$ cat src/wdt_pkg.sv
// Constants, field layouts and types for the windowed watchdog timer
`default_nettype none

package wdt_pkg;

   // ==========================================================
   // Register bus geometry and offsets
   localparam int ADDR_W = 4;
   localparam logic [3:0] OFF_CLEAR = 4'h0;
   localparam logic [3:0] OFF_STATUS = 4'h1;
   localparam logic [3:0] OFF_COUNT_LO = 4'h2;
   localparam logic [3:0] OFF_COUNT_HI = 4'h3;
   localparam logic [3:0] OFF_FLAG_CLR = 4'h4;
   localparam logic [3:0] OFF_OPTION = 4'h5;

   // ==========================================================
   // Codes seen on the clear register
   localparam logic [7:0] CLEAR_CODE = 8'hac;
   localparam logic [7:0] READ_ENABLED = 8'h9a;
   localparam logic [7:0] READ_DISABLED = 8'h1a;
   localparam logic [7:0] READ_ZERO = 8'h00;

   // ==========================================================
   // Option byte field positions
   localparam int OPT_IRQ_BIT = 7;
   localparam int OPT_WIN_HI = 6;
   localparam int OPT_WIN_LO = 5;
   localparam int OPT_EN_BIT = 4;
   localparam int OPT_OVF_HI = 3;
   localparam int OPT_OVF_LO = 1;
   localparam int OPT_STBY_BIT = 0;
   localparam logic [7:0] OPT_RESET = 8'h00;

   // ==========================================================
   // Window select encodings
   localparam logic [1:0] WIN_PROHIBITED = 2'h0;
   localparam logic [1:0] WIN_50 = 2'h1;
   localparam logic [1:0] WIN_75 = 2'h2;
   localparam logic [1:0] WIN_100 = 2'h3;

   // ==========================================================
   // Status register bit positions
   localparam int STAT_FLAG = 0;
   localparam int STAT_OPEN = 1;
   localparam int STAT_FIRST = 2;
   localparam int STAT_RUN = 3;
   localparam int STAT_TRIP = 4;
   localparam int STAT_CNT_TOP = 5;
   localparam int FLAG_CLR_BIT = 0;

   // ==========================================================
   // Counter geometry
   localparam int CNT_W = 17;
   localparam int SHIFT_W = 5;
   localparam logic [16:0] CNT_ZERO = 17'h0_0000;
   localparam logic [16:0] CNT_ONE = 17'h0_0001;

   // Control flow of the watchdog
   typedef enum logic [1:0] {ST_LOAD, ST_STOPPED, ST_RUN, ST_TRIPPED} wdt_state_t;

   // Overflow exponent for each overflow select code
   function automatic logic [4:0] ovf_shift(input logic [2:0] code);
      logic [4:0] s;
      s = 5'h06;
      unique case (code)
         3'h0: s = 5'h06;
         3'h1: s = 5'h07;
         3'h2: s = 5'h08;
         3'h3: s = 5'h09;
         3'h4: s = 5'h0b;
         3'h5: s = 5'h0d;
         3'h6: s = 5'h0e;
         3'h7: s = 5'h10;
      endcase
      return s;
   endfunction

endpackage

`default_nettype wire

$ cat src/windowed_watchdog_timer.sv
// Windowed watchdog timer with option byte, clear register and interval interrupt
//
// The address map and the address-and-strobe port were left to the implementer.
`default_nettype none

// Function
// - Window select from option bits 6:5
// - 00 prohibited; 01=50%, 10=75%, 11=100%
// - Clear code in open window restarts counter
// - Clear code in closed window requests reset
// - First clear code after reset always clears
// - Standby option zero forces fully open window
// - Overflow 2^6..2^16 low-speed periods by code
// - Interval interrupt at 75% plus half period
// - Interval option zero: never any interrupt
// - Counting continues after interrupt; overflow resets
// - Any other written value requests reset
// - Single-bit access to clear register resets
// - Clear register reads 9A or 1A
// - Counting starts only when enable option set

// Behaviour worth knowing
// A clear write on the overflow edge wins; no reset request.
// The option byte is taken once, in the first cycle after reset.
// Clear writes in that first cycle are ignored.
// Window setting 00 behaves as a fully open window.
// Standby without the run option freezes the count, clears it on exit.
// The interval flag set wins over a software clear in one cycle.

module windowed_watchdog_timer #(
   parameter int ADDR_W = wdt_pkg::ADDR_W
) (
   // Clock and reset
   input wire logic mclk,
   input wire logic reset,
   // Option byte, stable while reset is high and after
   input wire logic [7:0] option_byte,
   // Low-speed oscillator clock, sampled as a level
   input wire logic il_clk,
   // Standby mode indication (halt, stop or snooze)
   input wire logic standby_mode,
   // Register port
   input wire logic [ADDR_W-1:0] addr,
   input wire logic [7:0] wdata,
   input wire logic wr,
   input wire logic rd,
   input wire logic bit_access,
   output logic [7:0] rdata,
   // Results
   output logic interval_irq,
   output logic interval_irq_flag,
   output logic reset_req
);

   // ==========================================================
   // Declarations
   wdt_pkg::wdt_state_t state;
   wdt_pkg::wdt_state_t next_state;
   logic [7:0] option;
   logic [wdt_pkg::CNT_W-1:0] count;
   logic il_q;
   logic standby_q;
   logic first_done;
   logic irq_done;
   logic [1:0] window_select;
   logic [2:0] overflow_select;
   logic interval_irq_option;
   logic count_enable_option;
   logic standby_run_option;
   logic [wdt_pkg::CNT_W-1:0] limit;
   logic [wdt_pkg::CNT_W-1:0] closed_end;
   logic [wdt_pkg::CNT_W-1:0] irq_point;
   logic window_open;
   logic il_rise;
   logic il_fall;
   logic paused;
   logic standby_exit;
   logic clear_sel;
   logic clear_wr;
   logic good_clear;
   logic bad_write;
   logic closed_clear;
   logic do_clear;
   logic overflow;
   logic trip;
   logic irq_hit;
   logic flag_clr;
   logic [wdt_pkg::CNT_W-1:0] half_limit;
   logic [wdt_pkg::CNT_W-1:0] quarter_limit;
   logic count_step;
   logic at_last;
   logic [7:0] status_word;
   logic [7:0] next_rdata;

   // ==========================================================
   // Option byte fields
   assign window_select = option[wdt_pkg::OPT_WIN_HI:wdt_pkg::OPT_WIN_LO];
   assign overflow_select = option[wdt_pkg::OPT_OVF_HI:wdt_pkg::OPT_OVF_LO];
   assign interval_irq_option = option[wdt_pkg::OPT_IRQ_BIT];
   assign count_enable_option = option[wdt_pkg::OPT_EN_BIT];
   assign standby_run_option = option[wdt_pkg::OPT_STBY_BIT];

   // Option byte is captured on the first clock after reset release
   always_ff @(posedge mclk or posedge reset) begin
      if (reset) begin
         option <= wdt_pkg::OPT_RESET;
      end else if (state == wdt_pkg::ST_LOAD) begin
         option <= option_byte;
      end
   end

   // ==========================================================
   // Control state machine
   always_comb begin
      next_state = state;
      unique case (state)
         wdt_pkg::ST_LOAD: begin
            if (option_byte[wdt_pkg::OPT_EN_BIT]) begin
               next_state = wdt_pkg::ST_RUN;
            end else begin
               next_state = wdt_pkg::ST_STOPPED;
            end
         end
         wdt_pkg::ST_STOPPED: begin
            if (trip) begin
               next_state = wdt_pkg::ST_TRIPPED;
            end
         end
         wdt_pkg::ST_RUN: begin
            if (trip) begin
               next_state = wdt_pkg::ST_TRIPPED;
            end
         end
         wdt_pkg::ST_TRIPPED: begin
            next_state = wdt_pkg::ST_TRIPPED;
         end
      endcase
   end

   // State register
   always_ff @(posedge mclk or posedge reset) begin
      if (reset) begin
         state <= wdt_pkg::ST_LOAD;
      end else begin
         state <= next_state;
      end
   end

   // ==========================================================
   // Low-speed clock edges and standby tracking
   always_ff @(posedge mclk or posedge reset) begin
      if (reset) begin
         il_q <= 1'b0;
      end else begin
         il_q <= il_clk;
      end
   end

   // Previous standby level, for the exit edge
   always_ff @(posedge mclk or posedge reset) begin
      if (reset) begin
         standby_q <= 1'b0;
      end else begin
         standby_q <= standby_mode;
      end
   end

   // Edges of the low-speed clock against its last sample
   assign il_rise = il_clk & ~il_q;
   assign il_fall = ~il_clk & il_q;
   // Counter freezes in standby unless the run option is set
   assign paused = standby_mode & ~standby_run_option;
   assign standby_exit = standby_q & ~standby_mode & ~standby_run_option;

   // ==========================================================
   // Limits and window boundaries
   assign limit = wdt_pkg::CNT_ONE << wdt_pkg::ovf_shift(overflow_select);

   // Window fractions of the overflow limit
   assign half_limit = limit >> 1;
   assign quarter_limit = limit >> 2;

   // Closed span runs from zero; open span runs up to overflow
   always_comb begin
      closed_end = wdt_pkg::CNT_ZERO;
      if (standby_run_option) begin
         unique case (window_select)
            wdt_pkg::WIN_50: closed_end = half_limit;
            wdt_pkg::WIN_75: closed_end = quarter_limit;
            wdt_pkg::WIN_100: closed_end = wdt_pkg::CNT_ZERO;
            wdt_pkg::WIN_PROHIBITED: closed_end = wdt_pkg::CNT_ZERO;
         endcase
      end
   end

   // Open window test and the 75% interrupt point
   assign window_open = (count >= closed_end);
   assign irq_point = limit - quarter_limit;

   // ==========================================================
   // Clear register write decoding
   assign clear_sel = (addr == wdt_pkg::OFF_CLEAR[ADDR_W-1:0]);
   assign clear_wr = wr & clear_sel & (state != wdt_pkg::ST_LOAD);
   assign good_clear = clear_wr & ~bit_access & (wdata == wdt_pkg::CLEAR_CODE);
   assign bad_write = clear_wr & (bit_access | (wdata != wdt_pkg::CLEAR_CODE));
   assign closed_clear = good_clear & first_done & ~window_open;
   assign do_clear = good_clear & (~first_done | window_open);

   // One counting step per low-speed rising edge while running and not paused by standby
   assign count_step = (state == wdt_pkg::ST_RUN) & il_rise & ~paused;
   assign at_last = (count == limit - wdt_pkg::CNT_ONE);

   // Overflow when the last count is passed without a clear
   assign overflow = count_step & at_last & ~do_clear;
   assign trip = bad_write | closed_clear | overflow;

   // First write after release is exempt from the window
   always_ff @(posedge mclk or posedge reset) begin
      if (reset) begin
         first_done <= 1'b0;
      end else if (good_clear) begin
         first_done <= 1'b1;
      end
   end

   // ==========================================================
   // Watchdog counter
   always_ff @(posedge mclk or posedge reset) begin
      if (reset) begin
         count <= wdt_pkg::CNT_ZERO;
      end else if (state != wdt_pkg::ST_RUN) begin
         count <= count;
      end else if (do_clear | standby_exit) begin
         count <= wdt_pkg::CNT_ZERO;
      end else if (count_step & ~overflow) begin
         count <= count + wdt_pkg::CNT_ONE;
      end
   end

   // ==========================================================
   // Interval interrupt, half a low-speed period after the 75% point
   assign irq_hit = (state == wdt_pkg::ST_RUN) & interval_irq_option & il_fall & ~paused &
                    ~irq_done & (count >= irq_point);

   // One interrupt per count period; re-armed by a clear
   always_ff @(posedge mclk or posedge reset) begin
      if (reset) begin
         irq_done <= 1'b0;
      end else if (irq_hit) begin
         irq_done <= 1'b1;
      end else if (do_clear | standby_exit) begin
         irq_done <= 1'b0;
      end
   end

   // Interrupt pulse
   always_ff @(posedge mclk or posedge reset) begin
      if (reset) begin
         interval_irq <= 1'b0;
      end else begin
         interval_irq <= irq_hit;
      end
   end

   // Sticky request flag; a new event wins over a software clear
   assign flag_clr = wr & ~bit_access & (addr == wdt_pkg::OFF_FLAG_CLR[ADDR_W-1:0]) &
                     wdata[wdt_pkg::FLAG_CLR_BIT];

   always_ff @(posedge mclk or posedge reset) begin
      if (reset) begin
         interval_irq_flag <= 1'b0;
      end else if (irq_hit) begin
         interval_irq_flag <= 1'b1;
      end else if (flag_clr) begin
         interval_irq_flag <= 1'b0;
      end
   end

   // ==========================================================
   // Internal reset request, held until the system reset arrives
   always_ff @(posedge mclk or posedge reset) begin
      if (reset) begin
         reset_req <= 1'b0;
      end else if (trip & (state != wdt_pkg::ST_TRIPPED)) begin
         reset_req <= 1'b1;
      end
   end

   // ==========================================================
   // Status bits placed by their named positions
   always_comb begin
      status_word = wdt_pkg::READ_ZERO;
      status_word[wdt_pkg::STAT_FLAG] = interval_irq_flag;
      status_word[wdt_pkg::STAT_OPEN] = window_open;
      status_word[wdt_pkg::STAT_FIRST] = first_done;
      status_word[wdt_pkg::STAT_RUN] = (state == wdt_pkg::ST_RUN);
      status_word[wdt_pkg::STAT_TRIP] = (state == wdt_pkg::ST_TRIPPED);
      status_word[wdt_pkg::STAT_CNT_TOP] = count[wdt_pkg::CNT_W-1];
   end

   // Read multiplexer, valid the cycle after the read strobe; idle reads zero
   always_comb begin
      next_rdata = wdt_pkg::READ_ZERO;
      if (rd) begin
         unique case (addr)
            wdt_pkg::OFF_CLEAR[ADDR_W-1:0]: begin
               next_rdata = count_enable_option ? wdt_pkg::READ_ENABLED
                                                : wdt_pkg::READ_DISABLED;
            end
            wdt_pkg::OFF_STATUS[ADDR_W-1:0]: begin
               next_rdata = status_word;
            end
            wdt_pkg::OFF_COUNT_LO[ADDR_W-1:0]: begin
               next_rdata = count[7:0];
            end
            wdt_pkg::OFF_COUNT_HI[ADDR_W-1:0]: begin
               next_rdata = count[15:8];
            end
            wdt_pkg::OFF_OPTION[ADDR_W-1:0]: begin
               next_rdata = option;
            end
            default: begin
               next_rdata = wdt_pkg::READ_ZERO;
            end
         endcase
      end
   end

   // Read data register
   always_ff @(posedge mclk or posedge reset) begin
      if (reset) begin
         rdata <= wdt_pkg::READ_ZERO;
      end else begin
         rdata <= next_rdata;
      end
   end

endmodule

`default_nettype wire

$ cat config.mk
export PLATFORM = sky130hd
export DESIGN_NAME = windowed_watchdog_timer
export DESIGN_NICKNAME = d
export VERILOG_FILES = /design/src/wdt_pkg.sv /design/src/windowed_watchdog_timer.sv
export SDC_FILE = /design/constraint.sdc
export NUM_CORES = 1
export LEC_CHECK = 0
export BUFFER_PORTS_ARGS = -buffer_cell sky130_fd_sc_hd__buf_2
export CORE_UTILIZATION = 45
export CTS_CLUSTER_DIAMETER = 40
export CTS_CLUSTER_SIZE = 25
export DETAILED_ROUTE_END_ITERATION = 16
export GPL_TIMING_DRIVEN = 0
export REMOVE_ABC_BUFFERS = 1
export SYNTH_ARGS = -nofsm -noshare
export SYNTH_HDL_FRONTEND = slang
export SYNTH_SLANG_ARGS = --single-unit
$ cat constraint.sdc
create_clock -name mclk -period 6.8 [get_ports mclk]
set_input_delay 1.36 -clock mclk [delete_from_list [all_inputs] [get_ports mclk]]
set_output_delay 1.36 -clock mclk [all_outputs]
set_load 0.005 [all_outputs]
==> metrics.md <==
| Metric | Value |
|---|---|
| Status | `finished, final reports clean` |
| Syn Area/Cell | `8.38 um2` |
| Clock sink count | `42` |
| Total die area | `9590 um2` |
| Crit-path cells | `ha_1, nor2b_1, nand3_1, ha_1, a21o_1, a21o_1, a21oi_1, o21ai_0, a211oi_1, o31ai_1, a21oi_1, xor2_1, ha_1, and3_1, a221o_1, a21oi_1, o211ai_1, a21o_1` |
| Commonest cells after routing, fill and taps aside | `ha_1, nand2_1, dfrtp_1` |
| Largest net degree at the start of global routing | `43` |
| GRT Overall Usage | `25.4%` |
| Via Count | `3801` |
| Fmax | `189 MHz` |
| Cell family with most CP delay | `compound AO/OA/AOI/OAI gates` |
| Final WL | `11.5 mm` |
| WHS | `0.477 ns` |
| Layout cells sized above 1 | `13.0%` |
| Fin cells | `624` |
| DP Cell Count | `617` |
| Number of clock buffers inserted by TritonCTS | `5` |
| Min cycle time layout | `5.30 ns` |
| Hold worst-path end | `reset_req` |
| Crit path launch type | `flip-flop` |
| CP Capture Type | `flip-flop` |
| Vias in the first global route | `3599` |
| H-tree levels | `2` |
| Fin. max-slew vios | `0` |
| Setup violations, final | `0` |
| Crit path kind | `flip-flop to flip-flop` |
| Fillers | `853` |
| Skew-Pair Late Insertion Delay | `0.30 ns` |
| Most frequent standard cell in the layout excluding fill and tap cells | `ha_1` |
| DRC | `0` |
| Crit path arrival time | `5.49 ns` |
| Final Hold Violating Endpoints | `0` |
| R2R Path Start | `option[2]` |
| Synth cell types | `71` |
| IR drop worst, VDD | `0.0793 mV` |
| PortBufs | `37` |
| RSZ-0062 raised after global routing | `no` |
| Starting density of the core | `47.0%` |
| First-pass GRT wire length | `19.0 mm` |
| Met2 GRT Util | `40.0%` |
| M3 GR Usage | `4.87%` |
| Final Net Count | `595` |
| Slew @ Worst Pin | `0.995 ns` |
| Reg clk slew, reported paths | `0.08 ns` |
| Critical Path Max Stage Delay | `0.80 ns` |
| Average wire per standard cell | `18.4 um` |
| Crit Path Max Fanout | `19` |
| YS warnings | `0` |
| Hold Path Origin | `reset_req` |
| Post-synth ARST share | `100%` |
| Leakage | `2.10 nW` |
| Post-DP HPWL | `8.66 mm` |
| Met1 usage | `36.6%` |
| GRT busiest layer | `met2` |
| Worst Hold Path Cells | `1` |
| Initial antenna violation count | `0` |
| Vias per cell | `6.09` |
| Sequential area share after synthesis | `25.4%` |
| Reg-to-Reg End | `irq_done` |
| Area leader, netlist | `dfrtp_1` |
| Antenna Nets Post-Route | `0` |
| R2R setup slack | `1.50 ns` |
| # hold bufs at CTS | `0` |
| Tightest Hold Check Type | `flip-flop to flip-flop` |
| Core ar. | `8810 um2` |
| Slew margin rel. | `33.4%` |
| Buf+Inv Stages, Crit Path | `0` |
| Clock Skew | `0.0115 ns` |
| FP Rows | `34` |
| Dpl cell area | `4370 um2` |
| Critical Path RT | `6.99 ns` |
| Post-Syn Instances | `494` |
| Post_cts resized | `0` |
| GRT overflow | `0` |
| Bufs on Longest Clock Path | `2` |
| Io pins | `38` |
| Placer's final routability congestion estimate | `0.869` |
| Final Cycle Share | `78.0%` |
| DIE WIDTH | `97.9 um` |
| Crit-path slowest cell | `dfrtp_1` |
| Postcts setup bufs | `0` |
| Die Y | `97.9 um` |
| DR pass1 iterations | `5` |
| Root Driver | `clkbuf_8` |
| Reg2Reg Depth | `18` |
| Syn-to-layout area delta | `8.16%` |
| Antenna Diode Count | `0` |
| Design area | `4480 um2` |
| CTS tree | `done` |
| Share of the synthesized area in the top cell type | `25.4%` |
| Top cells by area, synth | `dfrtp_1, ha_1, nand2_1` |
| 1st-iter DRT viols | `251` |
| Max-cap violation count | `0` |
| Power Dens Cells | `108 nW/um2` |
| Main synth FF type | `dfrtp_1` |
| Cell Area, Synth | `4140 um2` |
| Number of synthesized flops with an enable pin | `0` |
| Sum Neg Setup Slack | `0 ns` |
| Synthesized flop and latch total | `42` |
[flip-flops by register name, indices dropped and copies added (netlist names)]
name               count
il_q                   1
option                 8
standby_q              1
interval_irq           1
rdata                  8
reset_req              1
irq_done               1
state                  2
interval_irq_flag      1
first_done             1
count                 17
[through the flow]
stage          total power, mW  worst slack (ns)  util (%)
5_1_grt                  0.503              1.10      50.9
2_1_floorplan            0.271              2.58         -
6_report                 0.485              1.50      50.9
3_3_place_gp             0.287              1.64      49.6
3_5_place_dp             0.288              1.61      49.6
4_1_cts                  0.489              1.58      50.9
[report_power, final]
part	leakage [nW]	internal, mW	switching (mW)
Clock	0.0573	0.118	0.0852
Combinational	1.49	0.0125	0.0175
Sequential	0.548	0.251	0.00116
Total	2.10	0.381	0.104
[kinds of logic (layout without fill, tap and decap cells)]
| kind of cell | after synthesis | after routing | share of synthesized area, % |
|---|---|---|---|
| muxes | 20 | 20 | 5.68 |
| and+or+nand+nor | 194 | 194 | 24.7 |
| buffers and inverters | 50 | 72 | 4.84 |
| xor gates and xnor gates | 21 | 21 | 4.77 |
| DFF | 42 | 42 | 25.4 |
| AOI/OAI and AO/OA | 115 | 115 | 18.9 |
| adders and majority gates | 52 | 52 | 15.7 |
[layer usage]
metal | up-vias | part of all wire [%] | wire (um)
met5 | - | 0 | 0
met4 | 0 | 0.85 | 98
met3 | 11 | 5.9 | 682
met2 | 115 | 46 | 5240
met1 | 1820 | 48 | 5480
li1 | 1855 | - | -
[how the worst max path moves through the flow]
| stage | from | end | cells past startpoint |
|---|---|---|---|
| 2_1_floorplan | option[2] | interval_irq_flag | 18 |
| 3_3_place_gp | option[2] | irq_done | 18 |
| 3_5_place_dp | option[2] | irq_done | 18 |
| 4_1_cts | option[2] | irq_done | 18 |
| 5_1_grt | option[2] | irq_done | 17 |
| 6_report | option[2] | irq_done | 18 |
[cell type report]
class                           count  area (um2)  share of cell area (%)
Multi-Input combinational cell    402        2890                    64.5
Sequential cell                    42        1050                    23.5
Timing Repair Buffer               37         185                    4.14
Tap cell                          108         135                    3.02
Inverter                           28         105                    2.35
Clock buffer                        6        82.6                    1.84
Clock inverter                      1        30.0                   0.671
[synthesized netlist by cell type, types with 10 or more instances]
cell,count
nand2_1,51
clkbuf_1,16
o21ai_0,16
o22ai_1,14
ha_1,52
nand2b_1,13
a21oi_1,30
inv_1,27
xor2_1,11
mux2i_1,10
nor2_1,30
dfrtp_1,42
a21o_1,10
nor2b_1,12
nand3_1,27
[worst register-to-register path, stage by stage, from the launching register on]
cell      delay [ns]
dfrtp_1         0.80
ha_1            0.57
nor2b_1         0.28
nand3_1         0.19
ha_1            0.34
a21o_1          0.20
a21o_1          0.19
a21oi_1         0.22
o21ai_0         0.19
a211oi_1        0.43
o31ai_1         0.14
a21oi_1         0.19
xor2_1          0.19
ha_1            0.25
and3_1          0.16
a221o_1         0.30
a21oi_1         0.15
o211ai_1        0.20
a21o_1          0.21
Power figures use the tool's default switching activity.
